[src/inc/dcswt_pkg.sv]
package dcswt_pkg;
  // ==========================================================
  // register map
  localparam logic [6:0] ctrl_addr = 7'h06;
  localparam logic [15:0] ctrl_reset = 16'h0000;
  localparam logic [15:0] ctrl_wmask = 16'heff7;
  localparam int on2_lsb = 13;
  localparam int per2_lsb = 9;
  localparam int wake_lsb = 7;
  localparam int on1_lsb = 4;
  localparam int per1_lsb = 0;
  // ==========================================================
  // codes
  localparam logic [2:0] on_off_low = 3'h0;
  localparam logic [2:0] on_off_high = 3'h6;
  localparam logic [2:0] on_resvd = 3'h7;
  localparam logic [1:0] wake_none = 2'h0;
  localparam logic [1:0] wake_first = 2'h1;
  localparam logic [1:0] wake_second = 2'h2;
  localparam logic [2:0] filt_timer1 = 3'h2;
  localparam logic [2:0] filt_timer2 = 3'h3;
  // ==========================================================
  // timing: tick of 0.1 ms from a 25 MHz clock
  localparam int clk_khz = 25000;
  localparam int tick_us = 100;
  localparam int tick_cycles = clk_khz * tick_us / 1000;
  localparam int filt_us = 16;
  localparam int filt_cycles = (clk_khz * filt_us + 999) / 1000;
  localparam int cnt_w = 15;
  // on-time in ticks; 0.3 ms = 3 ticks
  localparam logic [14:0] on_t1 = 15'h0001;
  localparam logic [14:0] on_t2 = 15'h0003;
  localparam logic [14:0] on_t3 = 15'h000a;
  localparam logic [14:0] on_t4 = 15'h0064;
  localparam logic [14:0] on_t5 = 15'h00c8;
  // periods in ticks, 10 ms .. 2 s
  localparam logic [14:0] per_t0 = 15'h0064;
  localparam logic [14:0] per_t1 = 15'h00c8;
  localparam logic [14:0] per_t2 = 15'h01f4;
  localparam logic [14:0] per_t3 = 15'h03e8;
  localparam logic [14:0] per_t4 = 15'h07d0;
  localparam logic [14:0] per_t5 = 15'h1388;
  localparam logic [14:0] per_t6 = 15'h2710;
  localparam logic [14:0] per_t7 = 15'h4e20;
endpackage

[src/inc/dcswt_tmr_if.sv]
`timescale 1ns/1ps
interface dcswt_tmr_if;
  logic tick;
  logic [2:0] on_code;
  logic [2:0] per_code;
  logic out;
  logic on_end;
  logic per_end;
  modport ctl (output tick, output on_code, output per_code,
               input out, input on_end, input per_end);
  modport tmr (input tick, input on_code, input per_code,
               output out, output on_end, output per_end);
endinterface

[src/dcswt_timer.sv]
`timescale 1ns/1ps
module dcswt_timer (
  input wire logic ref_clk,
  input wire logic rst_n,
  input wire logic clk_en,
  dcswt_tmr_if.tmr t
);
  typedef struct packed {
    logic [14:0] cnt;
    logic out;
    logic on_end;
    logic per_end;
    logic [2:0] last_on;
  } dcswt_tst_t;
  dcswt_tst_t s_q, s_d;
  logic [14:0] on_len, per_len;
  logic run;

  // ==========================================================
  // code tables shared by both timers
  always_comb begin
    unique case (t.on_code)
      3'h1: on_len = dcswt_pkg::on_t1;
      3'h2: on_len = dcswt_pkg::on_t2;
      3'h3: on_len = dcswt_pkg::on_t3;
      3'h4: on_len = dcswt_pkg::on_t4;
      3'h5: on_len = dcswt_pkg::on_t5;
      default: on_len = '0; // stopped codes
    endcase
    unique case (t.per_code)
      3'h0: per_len = dcswt_pkg::per_t0;
      3'h1: per_len = dcswt_pkg::per_t1;
      3'h2: per_len = dcswt_pkg::per_t2;
      3'h3: per_len = dcswt_pkg::per_t3;
      3'h4: per_len = dcswt_pkg::per_t4;
      3'h5: per_len = dcswt_pkg::per_t5;
      3'h6: per_len = dcswt_pkg::per_t6;
      3'h7: per_len = dcswt_pkg::per_t7;
    endcase
    run = on_len != '0;
  end

  // ==========================================================
  // counting: on-time at the head of every period
  always_comb begin
    s_d = s_q;
    s_d.on_end = 1'b0;
    s_d.per_end = 1'b0;
    s_d.last_on = t.on_code;
    if (!run) begin
      s_d.cnt = '0;
      s_d.out = t.on_code >= dcswt_pkg::on_off_high;
    end else if (t.on_code != s_q.last_on) begin
      s_d.cnt = '0; // new running code starts at once
      s_d.out = 1'b1;
    end else if (t.tick) begin
      if (s_q.out && s_q.cnt + 15'h0001 == on_len) begin
        s_d.out = 1'b0;
        s_d.on_end = 1'b1;
      end
      // wrap comes last: an on-time equal to or longer than the period keeps the output high
      if (s_q.cnt + 15'h0001 >= per_len) begin
        s_d.cnt = '0;
        s_d.out = 1'b1;
        s_d.per_end = 1'b1;
      end else begin
        s_d.cnt = s_q.cnt + 15'h0001;
      end
    end
  end

  always_ff @(posedge ref_clk) begin
    if (!rst_n) begin
      s_q <= '0;
    end else if (clk_en) begin
      s_q <= s_d;
    end
  end

  assign t.out = s_q.out;
  assign t.on_end = s_q.on_end;
  assign t.per_end = s_q.per_end;
endmodule

[src/dcswt_top.sv]
`timescale 1ns/1ps
// What this block does
// second timer on-time at bits 15:13; 000 low, 110 high, 001 to 101 durations
// first timer on-time at bits 6:4 with the same table
// on-time code 111 behaves as 110: stopped, output high
// second timer period at bits 11:9, 10 ms up to 2 s
// first timer period at bits 2:0, same eight periods
// bits 8:7 choose wake source: none, first, second, 11 reserved
// bits 12 and 3 read zero and ignore writes
// power-on, soft reset and restart entry clear the register
// timer starts by itself once a running on-time is written
// restart clearing a cyclic-sense switch also clears timer settings
// cyclic sense and cyclic wake may run together off one timer
// timer-filtered wake input sampled 16 us at end of on-time
// periods repeat; output high for on-time at each period start
// one wake event per completed period of the chosen timer
module dcswt_top #(
  // tick length in clock cycles; a bench may shorten it to reach whole periods
  parameter int tick_len = dcswt_pkg::tick_cycles
) (
  input wire logic ref_clk,
  input wire logic rst_n,
  input wire logic clk_en,
  input wire logic reg_wr,
  input wire logic [6:0] reg_addr,
  input wire logic [15:0] reg_wdata,
  input wire logic soft_rst,
  input wire logic restart_entry,
  input wire logic [1:0] hs_cleared,
  input wire logic [2:0] wake_filter_select,
  input wire logic wake_pin,
  output logic [15:0] reg_rdata,
  output logic first_high_side_output,
  output logic second_high_side_output,
  output logic wake_event,
  output logic [1:0] wake_cause,
  output logic wake_sample_valid,
  output logic wake_sample
);
  typedef struct packed {
    logic [15:0] ctrl;
    logic [15:0] rdata;
    logic [11:0] tick_cnt;
    logic tick;
    logic o1;
    logic o2;
    logic wev;
    logic [1:0] cause;
    logic [9:0] filt_cnt;
    logic filt_busy;
    logic filt_ok;
    logic sval;
    logic sbit;
    logic [1:0] pin_sync;
  } dcswt_st_t;
  dcswt_st_t s_q, s_d;

  dcswt_tmr_if t1 ();
  dcswt_tmr_if t2 ();

  // ==========================================================
  // timers
  assign t1.tick = s_q.tick;
  assign t2.tick = s_q.tick;
  assign t1.on_code = s_q.ctrl[dcswt_pkg::on1_lsb +: 3];
  assign t1.per_code = s_q.ctrl[dcswt_pkg::per1_lsb +: 3];
  assign t2.on_code = s_q.ctrl[dcswt_pkg::on2_lsb +: 3];
  assign t2.per_code = s_q.ctrl[dcswt_pkg::per2_lsb +: 3];

  dcswt_timer u_t1 (
    .ref_clk(ref_clk),
    .rst_n(rst_n),
    .clk_en(clk_en),
    .t(t1.tmr)
  );
  dcswt_timer u_t2 (
    .ref_clk(ref_clk),
    .rst_n(rst_n),
    .clk_en(clk_en),
    .t(t2.tmr)
  );

  // ==========================================================
  // next state
  always_comb begin
    s_d = s_q;
    s_d.pin_sync = {s_q.pin_sync[0], wake_pin};
    // oscillator-derived tick shared by both timers
    s_d.tick = 1'b0;
    if (s_q.tick_cnt == 12'(tick_len - 1)) begin
      s_d.tick_cnt = '0;
      s_d.tick = 1'b1;
    end else begin
      s_d.tick_cnt = s_q.tick_cnt + 12'h001;
    end
    // register write; reserved bits masked out
    if (reg_wr && reg_addr == dcswt_pkg::ctrl_addr) begin
      s_d.ctrl = reg_wdata & dcswt_pkg::ctrl_wmask;
    end
    // restart clears the fields of each timer whose switch was cleared; the full clear below then clears all of them
    if (restart_entry && hs_cleared[0]) begin
      s_d.ctrl[dcswt_pkg::on1_lsb +: 3] = 3'h0;
      s_d.ctrl[dcswt_pkg::per1_lsb +: 3] = 3'h0;
    end
    if (restart_entry && hs_cleared[1]) begin
      s_d.ctrl[dcswt_pkg::on2_lsb +: 3] = 3'h0;
      s_d.ctrl[dcswt_pkg::per2_lsb +: 3] = 3'h0;
    end
    // full clear wins over everything else
    if (soft_rst || restart_entry) begin
      s_d.ctrl = dcswt_pkg::ctrl_reset;
    end
    s_d.rdata = s_q.ctrl & dcswt_pkg::ctrl_wmask;
    s_d.o1 = t1.out;
    s_d.o2 = t2.out;
    // wake runs beside sensing, independent of the outputs
    s_d.wev = 1'b0;
    unique case (s_q.ctrl[dcswt_pkg::wake_lsb +: 2])
      dcswt_pkg::wake_first: begin
        if (t1.per_end) begin
          s_d.wev = 1'b1;
          s_d.cause = dcswt_pkg::wake_first;
        end
      end
      dcswt_pkg::wake_second: begin
        if (t2.per_end) begin
          s_d.wev = 1'b1;
          s_d.cause = dcswt_pkg::wake_second;
        end
      end
      default: ; // none or reserved: no wake
    endcase
    // 16 us filter window started at end of on-time
    s_d.sval = 1'b0;
    if ((wake_filter_select == dcswt_pkg::filt_timer1 && t1.on_end) ||
        (wake_filter_select == dcswt_pkg::filt_timer2 && t2.on_end)) begin
      s_d.filt_busy = 1'b1;
      s_d.filt_cnt = '0;
      s_d.filt_ok = 1'b1;
      s_d.sbit = s_q.pin_sync[1];
    end else if (s_q.filt_busy) begin
      // level must stay steady through the whole window
      if (s_q.pin_sync[1] != s_q.sbit) begin
        s_d.filt_ok = 1'b0;
      end
      if (s_q.filt_cnt == 10'(dcswt_pkg::filt_cycles - 1)) begin
        s_d.filt_busy = 1'b0;
        s_d.sval = s_q.filt_ok && s_q.pin_sync[1] == s_q.sbit;
      end else begin
        s_d.filt_cnt = s_q.filt_cnt + 10'h001;
      end
    end
  end

  // ==========================================================
  // state register; synchronous reset clears control
  always_ff @(posedge ref_clk) begin
    if (!rst_n) begin
      s_q <= '0;
    end else if (clk_en) begin
      s_q <= s_d;
    end
  end

  assign reg_rdata = s_q.rdata;
  assign first_high_side_output = s_q.o1;
  assign second_high_side_output = s_q.o2;
  assign wake_event = s_q.wev;
  assign wake_cause = s_q.cause;
  assign wake_sample_valid = s_q.sval;
  assign wake_sample = s_q.sbit;
endmodule

[config.mk]
export PLATFORM = sky130hd
export DESIGN_NAME = dcswt_top
export DESIGN_NICKNAME = d
export VERILOG_FILES = /design/src/inc/dcswt_pkg.sv /design/src/inc/dcswt_tmr_if.sv /design/src/dcswt_timer.sv /design/src/dcswt_top.sv
export SDC_FILE = /design/constraint.sdc
export NUM_CORES = 1
export LEC_CHECK = 0
export BUFFER_PORTS_ARGS = -buffer_cell sky130_fd_sc_hd__clkbuf_2
export CORE_ASPECT_RATIO = 0.8
export CORE_UTILIZATION = 29
export CTS_CLUSTER_DIAMETER = 30
export DETAILED_ROUTE_END_ITERATION = 12
export SLEW_MARGIN = 20
export SYNTH_ARGS = -nofsm -noshare
export SYNTH_HDL_FRONTEND = slang
export SYNTH_HIERARCHICAL = 1
export SYNTH_SLANG_ARGS = --single-unit
export TNS_END_PERCENT = 5
[constraint.sdc]
create_clock -name ref_clk -period 6.2 [get_ports ref_clk]
set_input_delay 0.93 -clock ref_clk [delete_from_list [all_inputs] [get_ports ref_clk]]
set_output_delay 0.93 -clock ref_clk [all_outputs]
set_load 0.005 [all_outputs]
==> impl_results.md, run 1 <==
* Clk_lat worst skew at 350 ps
* Mapped Avg Cell Area at 8.46 um^2
* DR vias at 5604
* Reg clk slew, reported paths at 70 ps
* Htree depth at 3
* Tot Pwr at 1.34 mW
* Critical Path Max Stage Delay at 780 ps
* Chip width at 170 um
* Fin Setup TNS at 0 ps
* Gr ovfl total at 0
* Detail Route Antenna Nets at 0
* First-pass GRT wire length at 26300 um
* CTS Buf Count at 9
* Ant diodes at 0
* Wire length per cell at 14.7 um
* Fin crit period at 4160 ps
* Worst reg2reg startpoint: u_t1/s_q[6]$_SDFFE_PN0P_
* Clk buf depth at 2
* Worst Reg2Reg Path Length in Cells at 12
* Maximum vdd drop at 0.205 mV
* Async set or reset register ratio after synthesis at 0%
* DP HPWL at 11200 um
* Crit path DAT at 4440 ps
* Flops & latches, synth at 104
* Post-Route Skew at 9.47 ps
* Netlist cell types at 82
* FMAX at 0.241 GHz
* Layout cell share with drive strength beyond 1 at 12.5%
* Worst-path fanout max at 17
* Number of synthesized flops with an enable pin at 0
* Layout area overhead at 9.17%
* Post-Syn Instances at 778
* Fin. Hold Viols at 0
* Post-synthesis sequential area ratio at 31.6%
* Clock root buffer: clkbuf_16
* Slowest-stage cell, CP: a221oi_4
* Worst setup path end: u_t1/s_q[18]$_SDFFE_PN0P_
* Start point of the critical path: u_t1/s_q[6]$_SDFFE_PN0P_
* R2r endpoint: u_t1/s_q[18]$_SDFFE_PN0P_
* FP Rows at 48
* Post-route cell area at 7180 um^2
* # resized after CTS at 0
* CP Class: flop to flop
* # clock sinks at 104
* Starting Density at 30.0%
* Hold Path Class: flop to flop
* Die H at 137 um
* CP required at 6480 ps
* CTS tree: built
* Worst setup SP type: flop
* First-pass DRT Iterations at 5
* Final net count at 841
* Ports at 58
* Warnings from Yosys at 6
* Initial drt markers at 311
* Placed inst area at 6890 um^2
* Pwr dens at 187 nW/um^2
* Post-route DRC at 0
* Number of global-route vias before repair at 5195
* Critical Path Sink Type: flop
* Maxcap violations at 0
* Reg2Reg Setup Slack at 2040 ps
* Fin crit share at 67.1%
* Die ar. at 23300 um^2
* Final setup fails at 0
* Mapped Area at 6580 um^2
* Post-CTS setup repair buffer count at 0
* Leak at 2.65 nW
* Port bufs at 51
* DR vias/cell at 5.16
* Critical path cell sequence: ha_1, nand4_2, nor3_1, xnor2_1, ha_1, nand2_1, nor2_1, a2111oi_0, o211ai_1, a221oi_4, o211ai_1, a21boi_1
* Largest net degree at the start of global routing at 62
* Placeable core region at 21900 um^2
* RSZ-0062 raised after global routing: no
* Relative slew slack at 43.9%
* Initial antenna violation count at 0
* Prevailing post-synth register cell: dfxtp_1
* Slew @ Worst Pin at 842 ps
* Status: complete, no violations
* GPL Wtd Cong at 0.827
* Cts hold-fix bufs at 0
* Final max-slew violation count at 0
* Overall Global Routing Usage at 14.2%
* Post-Route WL at 15900 um
* Fillers at 2295
power breakdown:
| group | total, mW | switching [mW] | leakage (nW) | internal (mW) |
|---|---|---|---|---|
| combinational | 0.0897 | 0.0540 | 1.67 | 0.0358 |
| sequential | 0.683 | 0.00937 | 0.839 | 0.674 |
| clock | 0.567 | 0.284 | 0.141 | 0.283 |
placed cells by master (no fill, tap or decap), types with 4 or more instances in the layout:
| cell | instances |
|---|---|
| a21boi_1 | 10 |
| a21oi_1 | 34 |
| a22oi_1 | 17 |
| a31oi_1 | 8 |
| a32oi_1 | 9 |
| and2_1 | 7 |
| and3_1 | 8 |
| and4_1 | 6 |
| buf_4 | 9 |
| clkbuf_16 | 9 |
| clkbuf_2 | 50 |
| dfxtp_1 | 104 |
| ha_1 | 26 |
| inv_1 | 19 |
| mux2i_1 | 27 |
| nand2_1 | 55 |
| nand2b_1 | 7 |
| nand3_1 | 30 |
| nand3b_1 | 6 |
| nand4_1 | 34 |
| nor2_1 | 52 |
| nor2b_1 | 38 |
| nor3_1 | 16 |
| nor4_1 | 9 |
| o211ai_1 | 11 |
| o21a_1 | 6 |
| o21ai_0 | 30 |
| o22ai_1 | 4 |
| o32ai_1 | 5 |
| or3_1 | 7 |
| xnor2_1 | 32 |
| xor2_1 | 13 |
worst max-delay path: cells and delay by family (launching register included):
kind / cells / cell delay, ps
xor gates and xnor gates: 1 / 200
and+or+nand+nor: 4 / 810
AOI/OAI and AO/OA: 5 / 1890
DFF: 1 / 520
adders and majority gates: 2 / 660
routing by layer:
metal | vias to the layer above | track usage (%) | share of wire [%]
met5 | - | 0 | 0
met4 | 0 | 3.35 | 0.80
met3 | 9 | 3.09 | 4.1
met2 | 96 | 23.3 | 46
met1 | 2652 | 19.0 | 49
li1 | 2847 | - | -
layout make-up:
class                           instances  area (um^2)  share of cell area [%]
Multi-Input combinational cell        585         4040                    56.3
Clock buffer                           10          229                    3.19
Timing Repair Buffer                   60          323                    4.49
Inverter                               20         75.1                    1.05
Clock inverter                          6         57.6                   0.801
Tap cell                              300          375                    5.23
Sequential cell                       104         2080                    29.0
synthesized netlist by cell type (all sizes together), types with 5 or more instances:
cell type  number  area share (%)
and4            6            0.80
clkbuf         26             1.5
a31oi           8            0.76
or3             7            0.67
nand4          37             3.8
buf            44             4.5
o21ai          35             2.7
nor2b          39             3.7
nand2          56             3.2
mux2i          27             4.1
nor4           10             1.2
a21oi          35             2.8
inv            19             1.1
nor3           16             1.2
xor2           13             1.7
a22oi          18             2.1
dfxtp         104              32
o32ai           5            0.67
nand3          30             2.3
a21boi         12             1.4
nand3b          6            0.68
and3            8            0.76
nand2b          7            0.67
o21a            6            0.68
xnor2          32             4.3
o211ai         11             1.3
nor2           54             3.2
and2            7            0.67
ha             26             4.9
a32oi           9             1.2
metrics by stage:
stage	utilization, %	hold slack (ps)	std cells	worst slack [ps]
after detailed placement	31.4	463	1069	2070
after global placement	31.4	452	1069	2120
after CTS	32.7	475	1085	2040
after global routing	32.8	493	1085	1670
final	32.8	470	1085	2040
after floorplan	-	432	779	2880
cell families after synthesis:
family	synth area share, %
xor+xnor	6.68
mux	4.45
flops	31.6
fa+ha+maj	4.94
other cells	0.0570
compound gates	19.0
simple gates	26.1
buf+inv	7.11
registers in the layout, summed over array words and instances, names as in the netlist:
| register | count |
|---|---|
| s_q | 25 |
| u_t1/s_q | 18 |
| u_t2/s_q | 18 |
| s_d | 15 |
| reg_rdata | 14 |
| wake_cause | 2 |
| first_high_side_output | 1 |
| second_high_side_output | 1 |
| t1.tick | 1 |
| u_t1/t.on_end | 1 |
| u_t1/t.out | 1 |
| u_t1/t.per_end | 1 |
| u_t2/t.on_end | 1 |
| u_t2/t.out | 1 |
| u_t2/t.per_end | 1 |
| wake_event | 1 |
| wake_sample | 1 |
| wake_sample_valid | 1 |
how the worst min path moves through the flow:
| stage | start | to | slack, ps | cells after the start |
|---|---|---|---|---|
| detailed placement | wake_sample_valid$_SDFFE_PN0P_ | wake_sample_valid$_SDFFE_PN0P_ | 460 | 2 |
| finish | wake_sample_valid$_SDFFE_PN0P_ | wake_sample_valid$_SDFFE_PN0P_ | 470 | 2 |
| floorplan | s_q[14]$_SDFFE_PN0P_ | s_q[14]$_SDFFE_PN0P_ | 430 | 1 |
| global route | u_t2/t.on_end$_SDFFE_PN0P_ | u_t2/t.on_end$_SDFFE_PN0P_ | 490 | 2 |
| CTS | wake_sample_valid$_SDFFE_PN0P_ | wake_sample_valid$_SDFFE_PN0P_ | 470 | 2 |
| global placement | wake_sample_valid$_SDFFE_PN0P_ | wake_sample_valid$_SDFFE_PN0P_ | 450 | 2 |
No activity file was read; power rests on OpenSTA's default activity.
==> run 2, diff against run 1 <==
Clock period 6.2 ns to 3.45 ns, I/O delays scaled along.
==> run 2 against run 1 <==
Effect of this change: cell count grew 3.4%; first-iteration DRC count grew 18%; worst setup slack lost 1900 ps; via count grew 2.4%; fmax grew 27%; non-clock buffer count grew 37; sequential share of layout area shrank 1.5 points; critical path type unchanged; critical endpoint is now u_t2/s_q[20]$_SDFFE_PN0P_.
==> impl_results.md, run 2 (synthesis results as in run 1) <==
* Number of global-route vias before repair at 5202 (was 5195)
* Int Power at 1.93 mW (was 993 uW)
* Slowest-stage cell, CP: nor4_2 (was a221oi_4)
* Reg2Reg Setup Slack at 190 ps (was 2040 ps)
* Chip width at 170 um (unchanged)
* Maxcap violations at 0 (unchanged)
* Reg power frac at 48.2% (was 51.0%)
* Detail Route Antenna Nets at 0 (unchanged)
* First-pass GRT wire length at 26900 um (was 26300 um)
* First-pass DRT Iterations at 6 (was 5)
* WHS at 405 ps (was 470 ps)
* Final net count at 878 (was 841)
* FP Rows at 48 (unchanged)
* Total net switching power at 615 uW (was 347 uW)
* Clock network power share at 45.3% (was 42.3%)
* Initial antenna violation count at 0 (unchanged)
* Sw frac at 24.2% (was 25.9%)
* Critical Path Sink Type: flop (unchanged)
* Status: complete, no violations (unchanged)
* Worst-path fanout max at 16 (was 17)
* Clk_lat worst skew at 360 ps (was 350 ps)
* Crit path DAT at 3560 ps (was 4440 ps)
* Htree depth at 3 (unchanged)
* Fin crit share at 94.5% (was 67.1%)
* FMAX at 0.307 GHz (was 0.241 GHz)
* Top Registers: s_q: 25 flops, u_t1/s_q: 18 flops, u_t2/s_q: 18 flops (unchanged)
* Worst Reg2Reg Path Length in Cells at 14 (was 12)
* Ant diodes at 0 (unchanged)
* CTS Buf Count at 9 (unchanged)
* Overall Global Routing Usage at 14.4% (was 14.2%)
* Fin. Hold Viols at 0 (unchanged)
* Post-Route WL at 16000 um (was 15900 um)
* Largest net degree at the start of global routing at 44 (was 62)
* Hold Crit Endpoint: s_d[1]$_SDFFE_PN0P_ (was wake_sample_valid$_SDFFE_PN0P_)
* Layout area overhead at 15.2% (was 9.17%)
* GPL Wtd Cong at 0.835 (was 0.827)
* Gr ovfl total at 0 (unchanged)
* Cells on Worst Hold Path at 3 (was 2)
* Leak at 2.88 nW (was 2.65 nW)
* DR vias/cell at 5.11 (was 5.16)
* Critical Path Max Stage Delay at 380 ps (was 780 ps)
* Final max-slew violation count at 0 (unchanged)
* CP dominant cell by count: ha_1
* Placeable core region at 21900 um^2 (unchanged)
* Initial drt markers at 368 (was 311)
* Worst setup margin at 188 ps (was 2040 ps)
* Post-CTS setup repair buffer count at 0 (unchanged)
* Pwr dens at 335 nW/um^2 (was 187 nW/um^2)
* DR vias at 5737 (was 5604)
* Starting Density at 30.0% (unchanged)
* Layout cell share with drive strength beyond 1 at 17.4% (was 12.5%)
* Slew @ Worst Pin at 704 ps (was 842 ps)
* Fin crit period at 3260 ps (was 4160 ps)
* # clock sinks at 104 (unchanged)
* Relative slew slack at 52.3% (was 43.9%)
* Worst reg2reg startpoint: u_t2/s_q[7]$_SDFFE_PN0P_ (was u_t1/s_q[6]$_SDFFE_PN0P_)
* Reg clk slew, reported paths at 80 ps (was 70 ps)
* Critical path cell sequence: ha_1, buf_4, nand4_1, nor4_2, xor2_1, ha_1, a211oi_1, o31a_1, o41ai_1, a211o_1, a21oi_4, buf_12, a22oi_1, nor2b_1 (was ha_1, nand4_2, nor3_1, xnor2_1, ha_1, nand2_1, nor2_1, a2111oi_0, o211ai_1, a221oi_4, o211ai_1, a21boi_1)
* DP HPWL at 11600 um (was 11200 um)
* Post-Route Skew at 8.54 ps (was 9.47 ps)
* Worst setup SP type: flop (unchanged)
* Commonest non-fill, non-tap cell in the layout: dfxtp_1 (unchanged)
* Clk buf depth at 2 (unchanged)
* Biggest register: s_q (unchanged)
* CTS tree: built (unchanged)
* Clock root buffer: clkbuf_16 (unchanged)
* Ports at 58 (unchanged)
* Final setup fails at 0 (unchanged)
* CP required at 3750 ps (was 6480 ps)
* Wire length per cell at 14.2 um (was 14.7 um)
* Maximum vdd drop at 0.247 mV (was 0.205 mV)
* Port bufs at 51 (unchanged)
* Post-route DRC at 0 (unchanged)
* Hold Path Class: input pin to flop (was flop to flop)
* Comb pwr share at 6.4% (was 6.7%)
* Place WS at 128 ps (was 2070 ps)
* Die ar. at 23300 um^2 (unchanged)
* Most frequent cells in the layout: dfxtp_1, nand2_1, nor2_1 (unchanged)
* R2r endpoint: u_t2/s_q[20]$_SDFFE_PN0P_ (was u_t1/s_q[18]$_SDFFE_PN0P_)
* Max reg flops at 25 (unchanged)
* CP Class: flop to flop (unchanged)
* Hold_sp: wake_pin (was wake_sample_valid$_SDFFE_PN0P_)
* Die H at 137 um (unchanged)
[run 2: how the worst max path moves through the flow]
stage	from	to	slack (ps)	depth (start not counted)
finish	u_t2/s_q[7]$_SDFFE_PN0P_	u_t2/s_q[20]$_SDFFE_PN0P_	190	14
floorplan	u_t2/s_q[7]$_SDFFE_PN0P_	u_t2/s_q[13]$_SDFFE_PN0P_	130	15
detailed placement	u_t1/s_q[6]$_SDFFE_PN0P_	u_t1/t.out$_SDFFE_PN0P_	130	13
global placement	u_t2/s_q[6]$_SDFFE_PN0P_	u_t2/s_q[13]$_SDFFE_PN0P_	150	14
CTS	u_t1/s_q[6]$_SDFFE_PN0P_	u_t1/t.out$_SDFFE_PN0P_	90	13
global route	u_t2/s_q[7]$_SDFFE_PN0P_	u_t2/s_q[19]$_SDFFE_PN0P_	-8	14
[run 2: area by class of cell]
class                   count  area, um^2
clock buffers              10         229
fillers                  2255       14300
clock inverters             6        98.8
well taps                 300         375
repair buffers             97         626
flip-flops and latches    104        2080
inverters                  20        75.1
multi-input cells         585        4090
[run 2: power groups by stage]
stage                     registers, mW  clock network, mW  logic (mW)
after CTS                          1.23               1.19       0.165
final                              1.23               1.15       0.164
after global placement             1.25                  0       0.162
after floorplan                    1.25                  0       0.119
after detailed placement           1.25                  0       0.164
after global routing               1.23               1.22       0.184
[run 2: timing repair]
action | 4_1_cts | 5_1_grt
hold buffers | 0 | 0
setup endpoints to repair | 0 | 33
resized for setup | 0 | 13
[run 2: critical path, delay by kind of cell, from the launching register on]
family	cells	cell delay [ps]
AOI/OAI and AO/OA	6	1040
and+or+nand+nor	3	760
DFF	1	340
xor gates and xnor gates	1	280
adders and majority gates	2	470
buffers and inverters	2	310
[run 2: per-layer routing]
| layer | GRT usage (%) | part of all wire, % | up-vias |
|---|---|---|---|
| li1 | - | - | 2932 |
| met1 | 20.6 | 51 | 2679 |
| met2 | 21.9 | 43 | 116 |
| met3 | 3.56 | 5.2 | 10 |
| met4 | 2.60 | 0.70 | 0 |
| met5 | 0 | 0 | - |
[run 2: per-stage QoR]
| stage | std cells | TNS (ps) | utilization (%) | instance area, um^2 | total power, mW |
|---|---|---|---|---|---|
| after CTS | 1122 | 0 | 34.3 | 7520 | 2.58 |
| after detailed placement | 1106 | 0 | 32.8 | 7190 | 1.42 |
| final | 1122 | 0 | 34.6 | 7580 | 2.54 |
| after floorplan | 779 | 0 | - | 6580 | 1.36 |
| after global routing | 1122 | -10.7 | 34.6 | 7580 | 2.64 |
| after global placement | 1106 | 0 | 32.8 | 7190 | 1.42 |
==> run 3, diff against run 2 <==
Settings changed: ABC_AREA set to 1.
==> run 3 against run 2 <==
Effect of this change: fmax grew 10%; critical path depth shrank 1; critical path type unchanged; flip-flop and latch count is the same; area after synthesis grew 2.8%; worst setup slack gained 310 ps; non-clock buffer count shrank 41; clock skew grew 1.6 ps; worst hold slack gained 0.67 ps; count of clock-buffer cells in the layout grew 2; cell count grew 25%; critical endpoint is now u_t1/s_q[14]$_SDFFE_PN0P_; total power shrank 6.9%.
==> impl_results.md, run 3 <==
* Leak at 3.21 nW (was 2.88 nW)
* Ant diodes at 0 (unchanged)
* Post-CTS setup repair buffer count at 0 (unchanged)
* Placed inst area at 7150 um^2 (was 7190 um^2)
* Mapped Avg Cell Area at 6.29 um^2 (was 8.46 um^2)
* Synth area leader: dfxtp_1 (unchanged)
* Critical Path Sink Type: flop (unchanged)
* FP Rows at 49 (was 48)
* Netlist cell types at 41 (was 82)
* CTS Buf Count at 9 (unchanged)
* Die H at 139 um (was 137 um)
* Placeable core region at 22700 um^2 (was 21900 um^2)
* Critical path depth at 13 (was 14)
* Chip width at 173 um (was 170 um)
* DR vias/cell at 4.69 (was 5.11)
* Critical path cell sequence: ha_1, nand2_2, nor2_2, nand2_1, nor2_1, xor2_1, ha_1, a31o_1, a21oi_2, nand3_2, inv_2, nand3_1, a21oi_1 (was ha_1, buf_4, nand4_1, nor4_2, xor2_1, ha_1, a211oi_1, o31a_1, o41ai_1, a211o_1, a21oi_4, buf_12, a22oi_1, nor2b_1)
* Final Non-Filler Cells at 1407 (was 1122)
* CTS tree: built (unchanged)
* Top Registers: s_q: 25 flops, u_t1/s_q: 18 flops, u_t2/s_q: 18 flops (unchanged)
* CP delay by family, top: simple AND/OR/NAND/NOR gates (was compound AO/OA/AOI/OAI gates)
* Final setup fails at 0 (unchanged)
* Post-synthesis sequential area ratio at 30.8% (was 31.6%)
* Cts hold-fix bufs at 0 (unchanged)
* DR vias at 6597 (was 5737)
* Clk buf depth at 2 (unchanged)
* Maxcap violations at 0 (unchanged)
* CP Buf/Inv Count at 1 (was 2)
* Fin. Hold Viols at 0 (unchanged)
* Cell with the most instances after synthesis: nand2_1 (was dfxtp_1)
* Initial drt markers at 529 (was 368)
* Clk_lat worst skew at 350 ps (was 360 ps)
* Most frequent cells in the layout: nand2_1, nor2_1, inv_1 (was dfxtp_1, nand2_1, nor2_1)
* Worst setup SP type: flop (unchanged)
* Wire length per cell at 12.9 um (was 14.2 um)
* CP Class: flop to flop (unchanged)
* Worst Reg2Reg Path Length in Cells at 13 (was 14)
* CP dominant cell by count: ha_1 (unchanged)
* Post-Route Skew at 10.1 ps (was 8.54 ps)
* Fin crit share at 85.6% (was 94.5%)
* Slowest-stage cell, CP: dfxtp_1 (was nor4_2)
* Relative slew slack at 40.8% (was 52.3%)
* CP required at 3730 ps (was 3750 ps)
* Final max-slew violation count at 0 (unchanged)
* First-pass GRT wire length at 29700 um (was 26900 um)
* Fin Setup TNS at 0 ps (unchanged)
* Number of global-route vias before repair at 5903 (was 5202)
* Overall Global Routing Usage at 15.3% (was 14.4%)
* Crit path DAT at 3230 ps (was 3560 ps)
* Post-synth top cells: nand2_1, nor2_1, inv_1, dfxtp_1, a21oi_1 (was dfxtp_1, nand2_1, nor2_1, nor2b_1)
* Cells on Worst Hold Path at 3 (unchanged)
* Fin crit period at 2950 ps (was 3260 ps)
* Gr ovfl total at 0 (unchanged)
* Post-route DRC at 0 (unchanged)
* First-pass DRT Iterations at 5 (was 6)
* Prevailing post-synth register cell: dfxtp_1 (unchanged)
* Post-Route WL at 18100 um (was 16000 um)
* Port bufs at 51 (unchanged)
* Final net count at 1157 (was 878)
* Flops & latches, synth at 104 (unchanged)
* Die ar. at 23900 um^2 (was 23300 um^2)
* # resized after CTS at 0 (unchanged)
* Number of synthesized flops with an enable pin at 0 (unchanged)
* Placed insts at 1391 (was 1106)
* FMAX at 0.338 GHz (was 0.307 GHz)
* Clock root buffer: clkbuf_16 (unchanged)
* Synth area leaders: dfxtp_1, nand2_1, nor2_1, inv_1, a21oi_1 (was dfxtp_1, ha_1, xnor2_1, mux2i_1, nor2b_1)
* Critical Path Max Stage Delay at 420 ps (was 380 ps)
* DP HPWL at 13600 um (was 11600 um)
* Hold Path Class: input pin to flop (unchanged)
* Worst-path fanout max at 14 (was 16)
* RSZ-0062 raised after global routing: no
* Largest net degree at the start of global routing at 32 (was 44)
* Warnings from Yosys at 6 (unchanged)
* Mapped Area at 6760 um^2 (was 6580 um^2)
* Starting Density at 29.8% (was 30.0%)
* Commonest non-fill, non-tap cell in the layout: nand2_1 (was dfxtp_1)
* Reg clk slew, reported paths at 70 ps (was 80 ps)
* Async set or reset register ratio after synthesis at 0% (unchanged)
* Ports at 58 (unchanged)
* Status: complete, no violations (unchanged)
* # clock sinks at 104 (unchanged)
* Slew @ Worst Pin at 887 ps (was 704 ps)
* Area share of the largest cell type after synthesis at 30.8% (was 31.6%)
* Detail Route Antenna Nets at 0 (unchanged)
* Biggest register: s_q (unchanged)
* Initial antenna violation count at 0 (unchanged)
* Maximum vdd drop at 0.209 mV (was 0.247 mV)
* Pwr dens at 319 nW/um^2 (was 335 nW/um^2)
* Post-route cell area at 7430 um^2 (was 7580 um^2)
* Layout area overhead at 9.82% (was 15.2%)
* Layout cell share with drive strength beyond 1 at 10.1% (was 17.4%)
* Post-Syn Instances at 1076 (was 778)
* Htree depth at 3 (unchanged)
* Max reg flops at 25 (unchanged)
* GPL Wtd Cong at 0.892 (was 0.835)
-- run 3: worst min-delay path, delay by kind of cell --
kind | cells | cell delay (ps)
and+or+nand+nor | 2 | 130
buffers and inverters | 1 | 80
-- run 3: cells by family after synthesis --
kind of cell             share of synthesized area [%]
AND/OR/NAND/NOR                                   38.1
buffers and inverters                             11.4
AO/OA/AOI/OAI                                     13.1
flip-flops                                        30.8
adder cells (fa/ha/maj)                           4.81
XOR/XNOR                                          1.68
other                                           0.0554
-- run 3: path summary, 6_finish.rpt --
kind	startpoint	to	slack [ps]
hold reg to reg	wake_sample_valid$_SDFFE_PN0P_	wake_sample_valid$_SDFFE_PN0P_	460
setup reg to reg	u_t1/s_q[7]$_SDFFE_PN0P_	u_t1/s_q[14]$_SDFFE_PN0P_	500
hold / removal	wake_pin	s_d[1]$_SDFFE_PN0P_	410
setup / recovery	u_t1/s_q[7]$_SDFFE_PN0P_	u_t1/s_q[14]$_SDFFE_PN0P_	500
-- run 3: through the flow --
step	util (%)	worst slack (ps)	power, mW	hold WS (ps)
after CTS	32.7	471	2.41	398
after floorplan	-	1010	1.36	444
after global placement	31.5	533	1.41	462
after global routing	32.7	175	2.46	403
after detailed placement	31.5	496	1.41	459
final	32.7	495	2.37	406
-- run 3: power breakdown --
group	switching, mW	internal [mW]	leakage (nW)	total [mW]
Clock	0.474	0.512	0.133	0.987
Combinational	0.0994	0.0483	2.24	0.148
Sequential	0.0134	1.22	0.843	1.23
Total	0.587	1.78	3.21	2.37
-- run 3: layout make-up --
cell class                 instances  area, um^2
inverter                         128         480
sequential                       104        2080
fill                            2519       15300
multi-input combinational        797        3910
timing repair buffer              56         293
clock buffer                      12         246
tap                              306         383
clock inverter                     4        30.0
-- run 3: metal layers --
metal	track usage [%]	up-vias	share of wire, %
li1	-	3484	-
met1	22.3	2952	52
met2	22.8	141	42
met5	0	-	0
met4	4.05	0	1.4
met3	2.93	20	4.5
